File: src/core/rcbl_params.svh
// Constants of the reset controller with boot latch
`ifndef RCBL_PARAMS_SVH
`define RCBL_PARAMS_SVH

// Register offsets
`define RCBL_OFS_CAUSE 8'h00
`define RCBL_OFS_CTRL 8'h04

// Cause register fields
`define RCBL_CAUSE_POR 0
`define RCBL_CAUSE_LVI 1
`define RCBL_CAUSE_EXT 2
`define RCBL_CAUSE_LOL 3
`define RCBL_CAUSE_LOC 4
`define RCBL_CAUSE_WDT 5
`define RCBL_CAUSE_CHK 6
`define RCBL_CAUSE_SW 7
`define RCBL_CAUSE_BOOT 16
`define RCBL_CAUSE_RST 8'h01
`define RCBL_CAUSE_EXTONLY 8'h04

// Control register fields
`define RCBL_CTRL_SW 0
`define RCBL_CTRL_LOLE 1
`define RCBL_CTRL_CLKRC 2

// Boot-select encodings
`define RCBL_BOOT_FLASH 1'h0
`define RCBL_BOOT_SERIAL 1'h1

// Timing counts in clock cycles
`define RCBL_STRETCH_CYC 12'h960
`define RCBL_BOOT_LEAD_CYC 12'h004
`define RCBL_SAMPLE_CYC 12'h010

`endif

File: src/core/rcbl_pkg.sv
// Types of the reset controller with boot latch
package rcbl_pkg;

    typedef enum logic [5:0] {
        ST_RUN = 6'h01,
        ST_ASSERT = 6'h02,
        ST_STRETCH = 6'h04,
        ST_RELEASE = 6'h08,
        ST_EXTHOLD = 6'h10,
        ST_BOOT = 6'h20
    } rcbl_state_t;

    typedef struct packed {
        rcbl_state_t st;
        logic [11:0] cnt;
        logic [7:0] cause;
        logic bootSel;
        logic swReq;
        logic lockEn;
        logic clkSelRc;
        logic chipRst;
        logic pinOe;
        logic pinOut;
        logic [31:0] rdData;
    } rcbl_regs_t;

endpackage : rcbl_pkg

File: src/core/rcbl_reset_ctrl.sv
// Reset controller: source collection, pin stretch, pin sample, boot latch
//
// The register offsets and the address-and-strobe port were decided locally.
`timescale 1ns/10ps
`include "rcbl_params.svh"

module rcbl_reset_ctrl
#(
    parameter logic [11:0] SAMPLE_CYC = `RCBL_SAMPLE_CYC
)
(
    // Clock and power-on reset
    input wire logic mclk,
    input wire logic sys_rst,
    // Internal reset sources
    input wire logic lowVoltReq,
    input wire logic lockLoss,
    input wire logic clockLoss,
    input wire logic watchdogReq,
    input wire logic checkstop0,
    input wire logic checkstop1,
    input wire logic jtagReq,
    input wire logic jtagPinAssert,
    // Reset pin, open drain, active low
    input wire logic rstPinIn,
    output logic rstPinOut,
    output logic rstPinOe,
    // Boot-select pad
    input wire logic bootSelectPad,
    // Register port
    input wire logic [7:0] regAddr,
    input wire logic [31:0] regWrData,
    input wire logic regWr,
    input wire logic regRd,
    output logic [31:0] regRdData,
    // Chip-level results
    output logic chipRst,
    output logic clkSelRc,
    output logic bootSelect
);
    import rcbl_pkg::*;

    // ------------------------------------------------------------
    // State
    // ------------------------------------------------------------
    rcbl_regs_t blk_reg;
    rcbl_regs_t blk_next;
    logic [7:0] srcVec;
    logic anySrc;

    // ------------------------------------------------------------
    // Source collection
    // ------------------------------------------------------------
    always_comb
    begin
        srcVec = 8'h00;
        srcVec[`RCBL_CAUSE_LVI] = lowVoltReq;
        srcVec[`RCBL_CAUSE_LOL] = lockLoss & blk_reg.lockEn;
        srcVec[`RCBL_CAUSE_LOC] = clockLoss;
        srcVec[`RCBL_CAUSE_WDT] = watchdogReq;
        srcVec[`RCBL_CAUSE_CHK] = checkstop0 | checkstop1;
        srcVec[`RCBL_CAUSE_SW] = blk_reg.swReq;
        anySrc = |srcVec;
    end

    // ------------------------------------------------------------
    // Next state
    // ------------------------------------------------------------
    always_comb
    begin
        blk_next = blk_reg;
        blk_next.rdData = 32'h0000_0000;
        blk_next.swReq = 1'h0;
        blk_next.pinOut = 1'h0;

        // Register writes
        if (regWr && regAddr == `RCBL_OFS_CTRL)
        begin
            blk_next.swReq = regWrData[`RCBL_CTRL_SW];
            blk_next.lockEn = regWrData[`RCBL_CTRL_LOLE];
            blk_next.clkSelRc = regWrData[`RCBL_CTRL_CLKRC];
        end

        // Register reads, answered in the next cycle
        if (regRd)
        begin
            if (regAddr == `RCBL_OFS_CAUSE)
            begin
                blk_next.rdData[7:0] = blk_reg.cause;
                blk_next.rdData[`RCBL_CAUSE_BOOT] = blk_reg.bootSel;
            end
            else if (regAddr == `RCBL_OFS_CTRL)
            begin
                blk_next.rdData[`RCBL_CTRL_SW] = blk_reg.swReq;
                blk_next.rdData[`RCBL_CTRL_LOLE] = blk_reg.lockEn;
                blk_next.rdData[`RCBL_CTRL_CLKRC] = blk_reg.clkSelRc;
            end
        end

        unique case (blk_reg.st)
            ST_RUN:
            begin
                // Pin pulled low from outside while running
                if (!rstPinIn)
                begin
                    blk_next.st = ST_EXTHOLD;
                    blk_next.chipRst = 1'h1;
                    blk_next.cause = `RCBL_CAUSE_EXTONLY;
                end
            end
            ST_ASSERT:
            begin
                blk_next.chipRst = 1'h1;
                blk_next.pinOe = anySrc | (jtagReq & jtagPinAssert);
                blk_next.cause = blk_reg.cause | srcVec;
                if (!anySrc && !jtagReq)
                begin
                    blk_next.st = ST_STRETCH;
                    blk_next.pinOe = 1'h1;
                    blk_next.cnt = `RCBL_STRETCH_CYC - 12'h001;
                end
            end
            ST_STRETCH:
            begin
                blk_next.pinOe = 1'h1;
                if (blk_reg.cnt == 12'h000)
                begin
                    blk_next.st = ST_RELEASE;
                    blk_next.pinOe = 1'h0;
                    blk_next.cnt = SAMPLE_CYC - 12'h001;
                end
                else
                begin
                    blk_next.cnt = blk_reg.cnt - 12'h001;
                end
            end
            ST_RELEASE:
            begin
                if (blk_reg.cnt != 12'h000)
                begin
                    blk_next.cnt = blk_reg.cnt - 12'h001;
                end
                else if (!rstPinIn)
                begin
                    // Pin still low: someone outside wants reset
                    blk_next.st = ST_EXTHOLD;
                    blk_next.cause = `RCBL_CAUSE_EXTONLY;
                end
                else
                begin
                    blk_next.st = ST_BOOT;
                    blk_next.bootSel = bootSelectPad;
                    blk_next.cnt = `RCBL_BOOT_LEAD_CYC - 12'h001;
                end
            end
            ST_EXTHOLD:
            begin
                // Held in reset for as long as the pin is low
                if (rstPinIn)
                begin
                    blk_next.st = ST_BOOT;
                    blk_next.bootSel = bootSelectPad;
                    blk_next.cnt = `RCBL_BOOT_LEAD_CYC - 12'h001;
                end
            end
            ST_BOOT:
            begin
                if (blk_reg.cnt == 12'h000)
                begin
                    blk_next.st = ST_RUN;
                    blk_next.chipRst = 1'h0;
                end
                else
                begin
                    blk_next.cnt = blk_reg.cnt - 12'h001;
                end
            end
        endcase

        // Any internal source (lock loss only with lockEn set) restarts the sequence from any state except ST_ASSERT
        if ((anySrc || jtagReq) && blk_reg.st != ST_ASSERT)
        begin
            blk_next.st = ST_ASSERT;
            blk_next.chipRst = 1'h1;
            blk_next.pinOe = anySrc | (jtagReq & jtagPinAssert);
            if (anySrc)
            begin
                blk_next.cause = srcVec;
            end
        end

        // Reset always falls back to the RC oscillator
        if (blk_next.chipRst)
        begin
            blk_next.clkSelRc = 1'h1;
        end
    end

    // ------------------------------------------------------------
    // Registers
    // ------------------------------------------------------------
    always_ff @(posedge mclk or posedge sys_rst)
    begin
        if (sys_rst)
        begin
            blk_reg.st <= ST_ASSERT;
            blk_reg.cnt <= 12'h000;
            blk_reg.cause <= `RCBL_CAUSE_RST;
            blk_reg.bootSel <= `RCBL_BOOT_FLASH;
            blk_reg.swReq <= 1'h0;
            blk_reg.lockEn <= 1'h0;
            blk_reg.clkSelRc <= 1'h1;
            blk_reg.chipRst <= 1'h1;
            blk_reg.pinOe <= 1'h1;
            blk_reg.pinOut <= 1'h0;
            blk_reg.rdData <= 32'h0000_0000;
        end
        else
        begin
            blk_reg <= blk_next;
        end
    end

    // ------------------------------------------------------------
    // Outputs
    // ------------------------------------------------------------
    assign rstPinOut = blk_reg.pinOut;
    assign rstPinOe = blk_reg.pinOe;
    assign regRdData = blk_reg.rdData;
    assign chipRst = blk_reg.chipRst;
    assign clkSelRc = blk_reg.clkSelRc;
    assign bootSelect = blk_reg.bootSel;

    // ------------------------------------------------------------
    // Checks
    // ------------------------------------------------------------
    logic [11:0] stretchLen;
    logic bootEntry;
    logic quietIn;

    assign bootEntry = blk_reg.st == ST_BOOT && blk_reg.cnt == 12'h003;
    assign quietIn = !anySrc && !jtagReq;

    always_ff @(posedge mclk or posedge sys_rst)
    begin
        if (sys_rst)
        begin
            stretchLen <= 12'h000;
        end
        else if (blk_reg.st == ST_STRETCH)
        begin
            stretchLen <= stretchLen + 12'h001;
        end
        else
        begin
            stretchLen <= 12'h000;
        end
    end
endmodule : rcbl_reset_ctrl

File: config.mk
export PLATFORM = sky130hd
export DESIGN_NAME = rcbl_reset_ctrl
export DESIGN_NICKNAME = d
export VERILOG_FILES = /design/src/core/rcbl_pkg.sv /design/src/core/rcbl_reset_ctrl.sv
export VERILOG_INCLUDE_DIRS = /design/src /design/src/core
export SDC_FILE = /design/constraint.sdc
export NUM_CORES = 1
export LEC_CHECK = 0
export BUFFER_PORTS_ARGS = -buffer_cell sky130_fd_sc_hd__buf_2
export CELL_PAD_IN_SITES_DETAIL_PLACEMENT = 1
export CELL_PAD_IN_SITES_GLOBAL_PLACEMENT = 1
export CORE_ASPECT_RATIO = 0.75
export CORE_MARGIN = 1
export CORE_UTILIZATION = 39
export DETAILED_ROUTE_END_ITERATION = 10
export PLACE_DENSITY_LB_ADDON = 0.1
export SYNTH_ARGS = -nofsm -noshare
export SYNTH_HDL_FRONTEND = slang
export SYNTH_SLANG_ARGS = --single-unit
File: constraint.sdc
create_clock -name mclk -period 5.2 [get_ports mclk]
set_clock_uncertainty 0.05 [all_clocks]
set_input_delay 0.26 -clock mclk [delete_from_list [all_inputs] [get_ports mclk]]
set_output_delay 0.26 -clock mclk [all_outputs]
set_load 0.02 [all_outputs]
==> impl_metrics.json, run 1 <==
{
  "p_per_area_nw_per_um2": 309,
  "arrival_ps": 2650,
  "p_int_uw": 551,
  "crit_chain": "inv_1 > ha_1 > nor2b_1 > and4_2 > a31oi_1 > and4_1 > a21oi_1 > a311oi_1",
  "cts_setup_buffers": 0,
  "worstPathMaxFanout": 12,
  "antenna_found_initial": 0,
  "numPortBuffers": 37,
  "switching_share_pct": 31.9,
  "cts_resized": 0,
  "tns_ps": 0,
  "antennaDiodeCount": 0,
  "ys.flop_type": "dfrtp_1",
  "grt_overflow_total": 0,
  "clk_latency_ps": 300,
  "cp_slowest_stage_delay_ps": 540,
  "critPathLaunchType": "flip-flop",
  "synth.distinct_cells": 55,
  "cts.clk_slew.worst_paths_ps": 90,
  "combPwrFrac_pct": 18.8,
  "hp-class": "in2async",
  "firstDrtPassIters": 6,
  "cts_tree": "yes",
  "drtAntennaViolNets": 0,
  "hpwl_mm": 4.10,
  "slew_headroom_pct": 63.4,
  "die_y_um": 70.1,
  "cp-startpoint": "blk_reg[47]",
  "grt_util_all_layers_pct": 18.0,
  "design.core.area_um2": 5890,
  "layout_common_cells": "37 x buf_2, 36 x dfrtp_1, 24 x conb_1",
  "finalMaxSlewViolations": 0,
  "wl_per_cell_um": 15.3,
  "pwr-share-seq_pct": 48.3,
  "synth_cells": 252,
  "wl_met3_um": 229,
  "cts-root-buf": "clkbuf_8",
  "dr_wl_met2_mm": 2.43,
  "synth_edf_count": 0,
  "finalHoldViolations": 0,
  "drv_cap": 0,
  "remaining_drc_errors": 0,
  "status": "complete, no violations",
  "rsz0062_at_grt": "false",
  "cpMaxStageDelayCell": "and4_1",
  "layout-drive-gt1-share_pct": 23.1,
  "routed.top_layer": "met4",
  "yosysTopAreaCellShare_pct": 37.3,
  "clk_path_buf_depth": 2,
  "initial_core_util_pct": 41.0,
  "synth_seq_cells": 41,
  "postSynthAreaPerCell_um2": 9.58,
  "grt_start_max_net_pins": 42,
  "total_power_uw": 808,
  "htree_num_levels": 2,
  "power_frac_clock_pct": 32.9,
  "area_growth_pct": 8.29,
  "hold_buffers": 0,
  "endpoint_kind": "flip-flop",
  "post-route-period-util_pct": 48.1,
  "cts_buffers": 5,
  "largest_reg_flops": 28,
  "crit_required_ps": 5350,
  "die_w_um": 92.9,
  "mostFrequentLayoutCell": "buf_2",
  "peakVddDrop_mv": 0.144,
  "ys_seq_area_share_pct": 42.7,
  "synth_area_leaders": "dfrtp_1 37%, buf_4 11%, dfstp_2 5.4%, a21oi_1 3.7%, nor2_1 3.6%",
  "yosys_warnings": 0,
  "async_flop_share_pct": 100,
  "cts.sinks": 41,
  "ios": 91,
  "place.gp.congestion": 0.764,
  "post-synth-top-area-cell": "dfrtp_1",
  "setup_viol": 0,
  "worst-setup-path-type": "reg2reg",
  "wl_met1_mm": 2.77,
  "syn_area_um2": 2410,
  "dieArea_um2": 6510,
  "vias": 1844,
  "fin_nets": 336,
  "wl_mm": 5.48,
  "vias_per_cell": 5.14,
  "grt_pass1_vias": 1865,
  "std_cell_rows": 24,
  "fmax_mhz": 400,
  "period_minus_slack_ps": 2500,
  "switching_power_uw": 258,
  "worst_pin_slew_ps": 549,
  "grt_first_pass_wirelength_mm": 9.01,
  "drt_iter0_drc": 46,
  "r2r-start": "blk_reg[47]",
  "leakage_nw": 1.29
}
through the flow:
stage | worst slack, ps | cell area [um2] | utilization, % | std cells | hold WS [ps]
2_1_floorplan | 3170 | 2500 | - | 275 | 302
4_1_cts | 2710 | 2620 | 44.4 | 359 | 55.0
5_1_grt | 2500 | 2620 | 44.4 | 359 | 77.0
6_report | 2700 | 2620 | 44.4 | 359 | 48.4
3_5_place_dp | 2720 | 2500 | 42.5 | 351 | 389
3_3_place_gp | 2790 | 2500 | 42.5 | 351 | 378
worst max-delay path: cells and delay by family, from the launching register on:
| family | cells | cell delay (ps) |
|---|---|---|
| AND/OR/NAND/NOR | 3 | 980 |
| AO/OA/AOI/OAI | 3 | 650 |
| flip-flops | 1 | 410 |
| adder cells (fa/ha/maj) | 1 | 210 |
| buffers and inverters | 1 | 90 |
logic make-up (layout without fill, tap and decap cells):
| kind of cell | after synthesis | in the layout | synth area share (%) |
|---|---|---|---|
| simple gates | 101 | 101 | 25.6 |
| compound gates | 51 | 51 | 13.5 |
| fa+ha+maj | 2 | 2 | 1.04 |
| other cells | 1 | 24 | 0.155 |
| flops | 41 | 41 | 42.7 |
| mux | 7 | 7 | 3.01 |
| xor+xnor | 3 | 3 | 1.09 |
| buf+inv | 46 | 52 | 12.9 |
power by group through the flow:
stage	Combinational, mW	Clock (mW)	Sequential [mW]
after floorplan	0.134	0	0.384
after global placement	0.150	0	0.396
after detailed placement	0.153	0	0.397
after CTS	0.153	0.272	0.390
after global routing	0.171	0.283	0.397
final	0.152	0.266	0.390
worst paths after layout:
| path | slack (ps) | cells past startpoint | end |
|---|---|---|---|
| setup / recovery | 2700 | 8 | blk_reg[50] |
| hold / removal | 50 | 3 | regRdData[16] |
| setup reg to reg | 2700 | 8 | blk_reg[50] |
| hold reg to reg | 410 | 2 | blk_reg[39] |
| max in group asynchronous | 4680 | 3 | chipRst |
| min in group mclk | 110 | 2 | blk_reg[40] |
layer usage:
layer	global-route usage [%]	vias up
met4	3.76	0
met1	25.1	898
met5	0	-
met2	28.2	46
li1	-	895
met3	4.58	5
synthesized netlist by cell type (3+ instances only):
| library cell | number |
|---|---|
| dfrtp_1 | 36 |
| buf_4 | 34 |
| nor2_1 | 23 |
| nand2_1 | 20 |
| a21oi_1 | 18 |
| nor3_1 | 9 |
| a31oi_1 | 8 |
| and2_1 | 7 |
| inv_1 | 6 |
| nand3_1 | 6 |
| dfstp_2 | 5 |
| mux2i_1 | 5 |
| nor2b_1 | 5 |
| a21o_1 | 4 |
| nand4b_1 | 4 |
| o21ai_0 | 4 |
| a211o_1 | 3 |
| buf_2 | 3 |
| nor3b_1 | 3 |
| o211ai_1 | 3 |
final cells by class:
| cell class | instances | area, um2 |
|---|---|---|
| Timing Repair Buffer | 38 | 193 |
| Clock inverter | 3 | 43.8 |
| Sequential cell | 41 | 1030 |
| Multi-Input combinational cell | 188 | 1160 |
| Clock buffer | 5 | 68.8 |
| Inverter | 6 | 22.5 |
| Tap cell | 78 | 97.6 |
| Fill cell | 698 | 3270 |
Note: power is estimated with default switching activity, not from simulation.
==> run 2, diff against run 1 <==
--- a/config.mk
+++ b/config.mk
@@ -6,12 +6,13 @@
 export SDC_FILE = /design/constraint.sdc
 export NUM_CORES = 1
 export LEC_CHECK = 0
+export ABC_AREA = 1
 export BUFFER_PORTS_ARGS = -buffer_cell sky130_fd_sc_hd__buf_2
 export CELL_PAD_IN_SITES_DETAIL_PLACEMENT = 1
 export CELL_PAD_IN_SITES_GLOBAL_PLACEMENT = 1
 export CORE_ASPECT_RATIO = 0.75
 export CORE_MARGIN = 1
-export CORE_UTILIZATION = 39
+export CORE_UTILIZATION = 36
 export DETAILED_ROUTE_END_ITERATION = 10
 export PLACE_DENSITY_LB_ADDON = 0.1
 export SYNTH_ARGS = -nofsm -noshare
==> constraint.sdc (replaced) <==
create_clock -name mclk -period 2.4 [get_ports mclk]
set_clock_uncertainty 0.05 [all_clocks]
set_input_delay 0.12 -clock mclk [delete_from_list [all_inputs] [get_ports mclk]]
set_output_delay 0.12 -clock mclk [all_outputs]
set_load 0.02 [all_outputs]
==> run 2 against run 1 <==
Sequential cell count stayed put. Worst hold slack worse by 40 ps. Sequential share of layout area is 7.7 points lower. Clock power grew to 2.5 times the previous value. Routed wire length is 41% higher. Setup slack worse by 2300 ps. Sequential power is 110% higher. Maximum frequency is 25% higher. Critical path type unchanged. Largest cell class unchanged. Highest routed layer unchanged.
==> impl_metrics.json, run 2 <==
{
  "status": "complete, no violations",
  "synth_cells": 421,
  "p_per_area_nw_per_um2": 589,
  "hp-class": "in2reg",
  "vias_per_cell": 4.69,
  "endpoint_kind": "flip-flop",
  "critPathLaunchType": "flip-flop",
  "initial_core_util_pct": 37.2,
  "dp_cells": 552,
  "finalHoldViolations": 0,
  "wl_per_cell_um": 13.7,
  "place.gp.congestion": 0.785,
  "grt_pass1_vias": 2539,
  "setup_viol": 0,
  "leakage_nw": 1.77,
  "cts_resized": 0,
  "r2r_end": "blk_reg[54]",
  "total_power_mw": 1.91,
  "hpwl_mm": 5.96,
  "grt_first_pass_wirelength_mm": 12.6,
  "use_met3_pct": 3.00,
  "rsz0062_at_grt": "false",
  "numPortBuffers": 37,
  "rrSetupSlack_ps": 400,
  "period_minus_slack_ps": 2000,
  "hold_path_end": "blk_reg[42]",
  "cts-root-buf": "clkbuf_8",
  "die_w_um": 106,
  "arrival_ps": 2140,
  "grt_start_max_net_pins": 42,
  "htree_num_levels": 2,
  "final_cells": 563,
  "design.core.area_um2": 7920,
  "yosysTopAreaCellShare_pct": 30.6,
  "grt_util_all_layers_pct": 19.4,
  "yosys_warnings": 0,
  "grt_overflow_total": 0,
  "holdPathStages": 3,
  "syn_area_um2": 2950,
  "cts_setup_buffers": 0,
  "drv_cap": 0,
  "dp_slack_ps": 391,
  "cts_buffers": 5,
  "grtUsageMet1_pct": 27.7,
  "finalMaxSlewViolations": 0,
  "crit_required_ps": 2550,
  "worstPathMaxFanout": 13,
  "postSynthAreaPerCell_um2": 7.00,
  "cts_tree": "yes",
  "fin_nets": 513,
  "largest_reg_flops": 28,
  "synth_edf_count": 0,
  "cp-startpoint": "blk_reg[62]",
  "std_cell_rows": 28,
  "vias": 2640,
  "post-route-period-util_pct": 83.2,
  "ys_top_cells_by_count": "126 x nand2_1, 58 x inv_1, 41 x nor2_1, 36 x dfrtp_1, 33 x buf_4",
  "cts.clk_slew.worst_paths_ps": 80,
  "ys.flop_type": "dfrtp_1",
  "die_y_um": 80.4,
  "post-synth-top-area-cell": "dfrtp_1",
  "antennaDiodeCount": 0,
  "synth.distinct_cells": 34,
  "drtAntennaViolNets": 0,
  "hold_buffers": 3,
  "synth_area_leaders": "dfrtp_1 31%, nand2_1 16%, buf_4 8.4%, inv_1 7.4%, nand3_1 5.3%",
  "drt_iter0_drc": 85,
  "ys_seq_area_share_pct": 35.0,
  "use_met2_pct": 29.9,
  "layout_common_cells": "126 x nand2_1, 58 x inv_1, 41 x nor2_1",
  "remaining_drc_errors": 0,
  "mostFrequentLayoutCell": "nand2_1",
  "slew_headroom_pct": 63.8,
  "ios": 91,
  "firstDrtPassIters": 4,
  "rr_worst_depth": 6,
  "top_usage_layer": "met2",
  "fin_ws_ps": 402,
  "wl_mm": 7.70,
  "synth_most_common_cell": "nand2_1",
  "tns_ps": 0,
  "clk_latency_ps": 300,
  "r2r-start": "blk_reg[62]",
  "worst-setup-path-type": "reg2reg",
  "min-delay-start": "lockLoss",
  "antenna_found_initial": 0,
  "clk_path_buf_depth": 2,
  "worst_pin_slew_ps": 543,
  "peakVddDrop_mv": 0.230,
  "fmax_mhz": 501,
  "synth_seq_cells": 41,
  "layout-drive-gt1-share_pct": 18.6,
  "dieArea_um2": 8560,
  "async_flop_share_pct": 100,
  "area_growth_pct": 10.2,
  "cts.sinks": 41
}
## run 2: cell types whose count changed after synthesis, moves of 15 or more
cell     previous run  this run
nor2_1             23        41
inv_1               6        58
a21oi_1            18         3
nand2_1            20       126
nand3_1             6        31
o21ai_0             4        24
## run 2: per-stage QoR
stage | util, % | instance area [um2] | hold WS [ps]
after detailed placement | 39.0 | 3080 | 247
after global routing | 41.0 | 3250 | 14.9
final | 41.0 | 3250 | 8.64
after floorplan | - | 3030 | 187
after CTS | 41.0 | 3250 | 3.65
after global placement | 39.0 | 3080 | 237
## run 2: how the worst max path moves through the flow
stage / to / slack (ps)
after floorplan: blk_reg[50] / 850
after global placement: blk_reg[57] / 470
after detailed placement: blk_reg[57] / 390
after CTS: blk_reg[54] / 380
after global routing: blk_reg[57] / 280
final: blk_reg[54] / 400
## run 2: cells by family (layout without fill, tap and decap cells)
group                      count (synthesis)  count (layout)  share of synthesized area (%)
AOI/OAI and AO/OA                         33              33                           5.94
buffers and inverters                     96             110                           17.2
other                                      1              24                          0.127
DFF                                       41              41                           35.0
adders and majority gates                  2               2                          0.849
xor gates and xnor gates                   4               4                           1.19
and+or+nand+nor                          244             244                           39.7
## run 2: routing by layer
layer  up-vias  routed length (um)
li1       1324                   -
met1      1249                4130
met2        60                3200
met3         7                 278
met4         0                  91
met5         -                   0
## run 2: critical path: stages (launching register included)
cell     delay, ps
dfrtp_1        450
nor2_4         260
nand3_2        330
nand4_2        230
nand3_2        320
nand2_1        170
nand2_1         70
## run 2: area by class of cell
type	instances	area, um2
Clock inverter	3	65.1
Tap cell	105	131
Sequential cell	41	1030
Inverter	60	225
Fill cell	1061	4670
Multi-Input combinational cell	307	1500
Timing Repair Buffer	42	230
Clock buffer	5	68.8
## run 2: power breakdown
part | switching, mW | internal (mW) | leakage [nW]
clock | 0.265 | 0.413 | 0.0681
combinational | 0.292 | 0.139 | 1.19
sequential | 0.0509 | 0.752 | 0.517
total | 0.608 | 1.30 | 1.77
==> run 3, diff against run 2 <==
==> constraint.sdc (replaced) <==
create_clock -name mclk -period 1.9 [get_ports mclk]
set_clock_uncertainty 0.05 [all_clocks]
set_input_delay 0.095 -clock mclk [delete_from_list [all_inputs] [get_ports mclk]]
set_output_delay 0.095 -clock mclk [all_outputs]
set_load 0.02 [all_outputs]
==> run 3 against run 2 <==
Routed wire length increased by 2.6%. Register-to-register slack lost 270 ps. Maximum frequency is 13% higher. Clock-buffer cell count did not move. Setup slack got worse by 270 ps. Non-clock buffer count up 18. Clock power shrank 14%. Critical path depth increased by 2. Via count increased by 1.7%. First-iteration DRC count shrank 4.7%. Sequential power is 26% higher. Global-route usage rose by 0.36 points. Largest cell class unchanged.
==> impl_metrics.json, run 3 (synthesized netlist as in run 2, its figures left out) <==
{
  "status": "complete, no violations",
  "drtAntennaViolNets": 0,
  "finalMaxSlewViolations": 0,
  "min-delay-start": "lockLoss",
  "p_per_area_nw_per_um2": 638,
  "ios": 91,
  "area_growth_pct": 15.7,
  "design.core.area_um2": 7920,
  "vias": 2684,
  "switching_share_pct": 35.7,
  "critPathLaunchType": "flip-flop",
  "cts_buffers": 5,
  "setup_viol": 0,
  "clk_latency_ps": 300,
  "period_minus_slack_ps": 1760,
  "r2r_end": "blk_reg[61]",
  "finalHoldViolations": 0,
  "antenna_found_initial": 0,
  "remaining_drc_errors": 0,
  "die_y_um": 80.4,
  "fin_nets": 531,
  "drt_iter0_drc": 81,
  "wl_per_cell_um": 13.6,
  "power_frac_clock_pct": 26.8,
  "tns_ps": 0,
  "firstDrtPassIters": 6,
  "peakVddDrop_mv": 0.238,
  "worst-setup-path-type": "reg2reg",
  "pwr-share-seq_pct": 46.5,
  "wl_met3_um": 285,
  "htree_num_levels": 2,
  "worst_pin_slew_ps": 555,
  "arrival_ps": 1920,
  "cts_tree": "yes",
  "hpwl_mm": 6.02,
  "placed_area_um2": 3140,
  "wl_met1_mm": 4.11,
  "antennaDiodeCount": 0,
  "vias_per_cell": 4.62,
  "place.gp.congestion": 0.836,
  "stdcell_area_um2": 3410,
  "initial_core_util_pct": 37.2,
  "cp-startpoint": "blk_reg[47]",
  "hp-class": "in2reg",
  "fin_ws_ps": 136,
  "grt_overflow_total": 0,
  "slew_headroom_pct": 63.0,
  "endpoint_kind": "flip-flop",
  "whs_ps": 6.78,
  "r2r-start": "blk_reg[47]",
  "switching_power_uw": 778,
  "clk_path_buf_depth": 2,
  "cts.clk_slew.worst_paths_ps": 90,
  "numPortBuffers": 37,
  "cts-root-buf": "clkbuf_8",
  "grt_pass1_vias": 2565,
  "worstPathMaxFanout": 5,
  "cts.sinks": 41,
  "crit_required_ps": 2060,
  "total_power_mw": 2.18,
  "dr_wl_met2_mm": 3.44,
  "rrSetupSlack_ps": 140,
  "fmax_mhz": 567,
  "largest_reg_flops": 28,
  "combPwrFrac_pct": 26.6,
  "holdPathStages": 3,
  "hold_path_end": "blk_reg[42]",
  "dieArea_um2": 8560,
  "grt_start_max_net_pins": 42,
  "leakage_nw": 1.84,
  "post-route-period-util_pct": 92.8,
  "rr_worst_depth": 8,
  "dp_slack_ps": 116,
  "std_cell_rows": 28,
  "die_w_um": 106,
  "p_int_mw": 1.40,
  "drv_cap": 0,
  "mostFrequentLayoutCell": "nand2_1",
  "routed.top_layer": "met4",
  "wl_mm": 7.90,
  "grt_first_pass_wirelength_mm": 13.0,
  "layout_common_cells": "125 x nand2_1, 58 x inv_1, 38 x nor2_1",
  "layout-drive-gt1-share_pct": 21.4,
  "grt_util_all_layers_pct": 19.7
}
run 3: cell types whose count changed in the layout (fill, tap and decap cells not counted), moves of 2 or more:
cell / previous run / this run
buf_4: 2 / 11
dlygate4sd3_1: 3 / 10
nor2_1: 41 / 38
nor2_2: 5 / 8
buf_12: 0 / 2
bufinv_16: 2 / 0
run 3: cell type report:
| type | count | area (um2) |
|---|---|---|
| Fill cell | 1040 | 4510 |
| Multi-Input combinational cell | 307 | 1530 |
| Sequential cell | 41 | 1030 |
| Timing Repair Buffer | 60 | 408 |
| Inverter | 60 | 225 |
| Tap cell | 105 | 131 |
| Clock buffer | 5 | 68.8 |
| Clock inverter | 3 | 17.5 |
run 3: stage by stage:
step | utilization, % | instances
floorplan | - | 444
global placement | 39.7 | 560
detailed placement | 39.7 | 560
CTS | 42.1 | 578
global route | 43.1 | 581
finish | 43.1 | 581
run 3: critical path, stage by stage, from the launching register on:
cell     delay (ps)
dfrtp_1         410
inv_1           140
ha_2            230
nand4_1         140
inv_1            90
nand2_1          90
nand2_1         110
nand3_1         180
o21ai_0         240
run 3: worst max path at each step:
stage | slack [ps] | to | cells after the start
after CTS | 100 | blk_reg[55] | 6
after global placement | 130 | blk_reg[57] | 6
after floorplan | 350 | blk_reg[50] | 10
after global routing | -20 | blk_reg[61] | 8
final | 140 | blk_reg[61] | 8
after detailed placement | 120 | blk_reg[50] | 6
run 3: layer usage:
metal	GRT usage, %	vias to the layer above
met5	0	-
met4	3.29	0
met3	3.81	7
met2	30.8	59
met1	28.5	1256
li1	-	1362
run 3: repair_timing:
item | 4_1_cts | 5_1_grt
endpoints found under the setup margin | 0 | 18
setup buffers | 0 | 3
hold endpoints to repair | 44 | 0
hold buffers | 10 | 0
gates resized for setup | 0 | 8
run 3: power groups by stage:
| stage | clock network [mW] | registers [mW] | logic [mW] |
|---|---|---|---|
| detailed placement | 0 | 1.03 | 0.550 |
| floorplan | 0 | 1.01 | 0.449 |
| finish | 0.584 | 1.01 | 0.580 |
| global placement | 0 | 1.02 | 0.529 |
| global route | 0.634 | 1.02 | 0.668 |
| CTS | 0.612 | 1.01 | 0.569 |
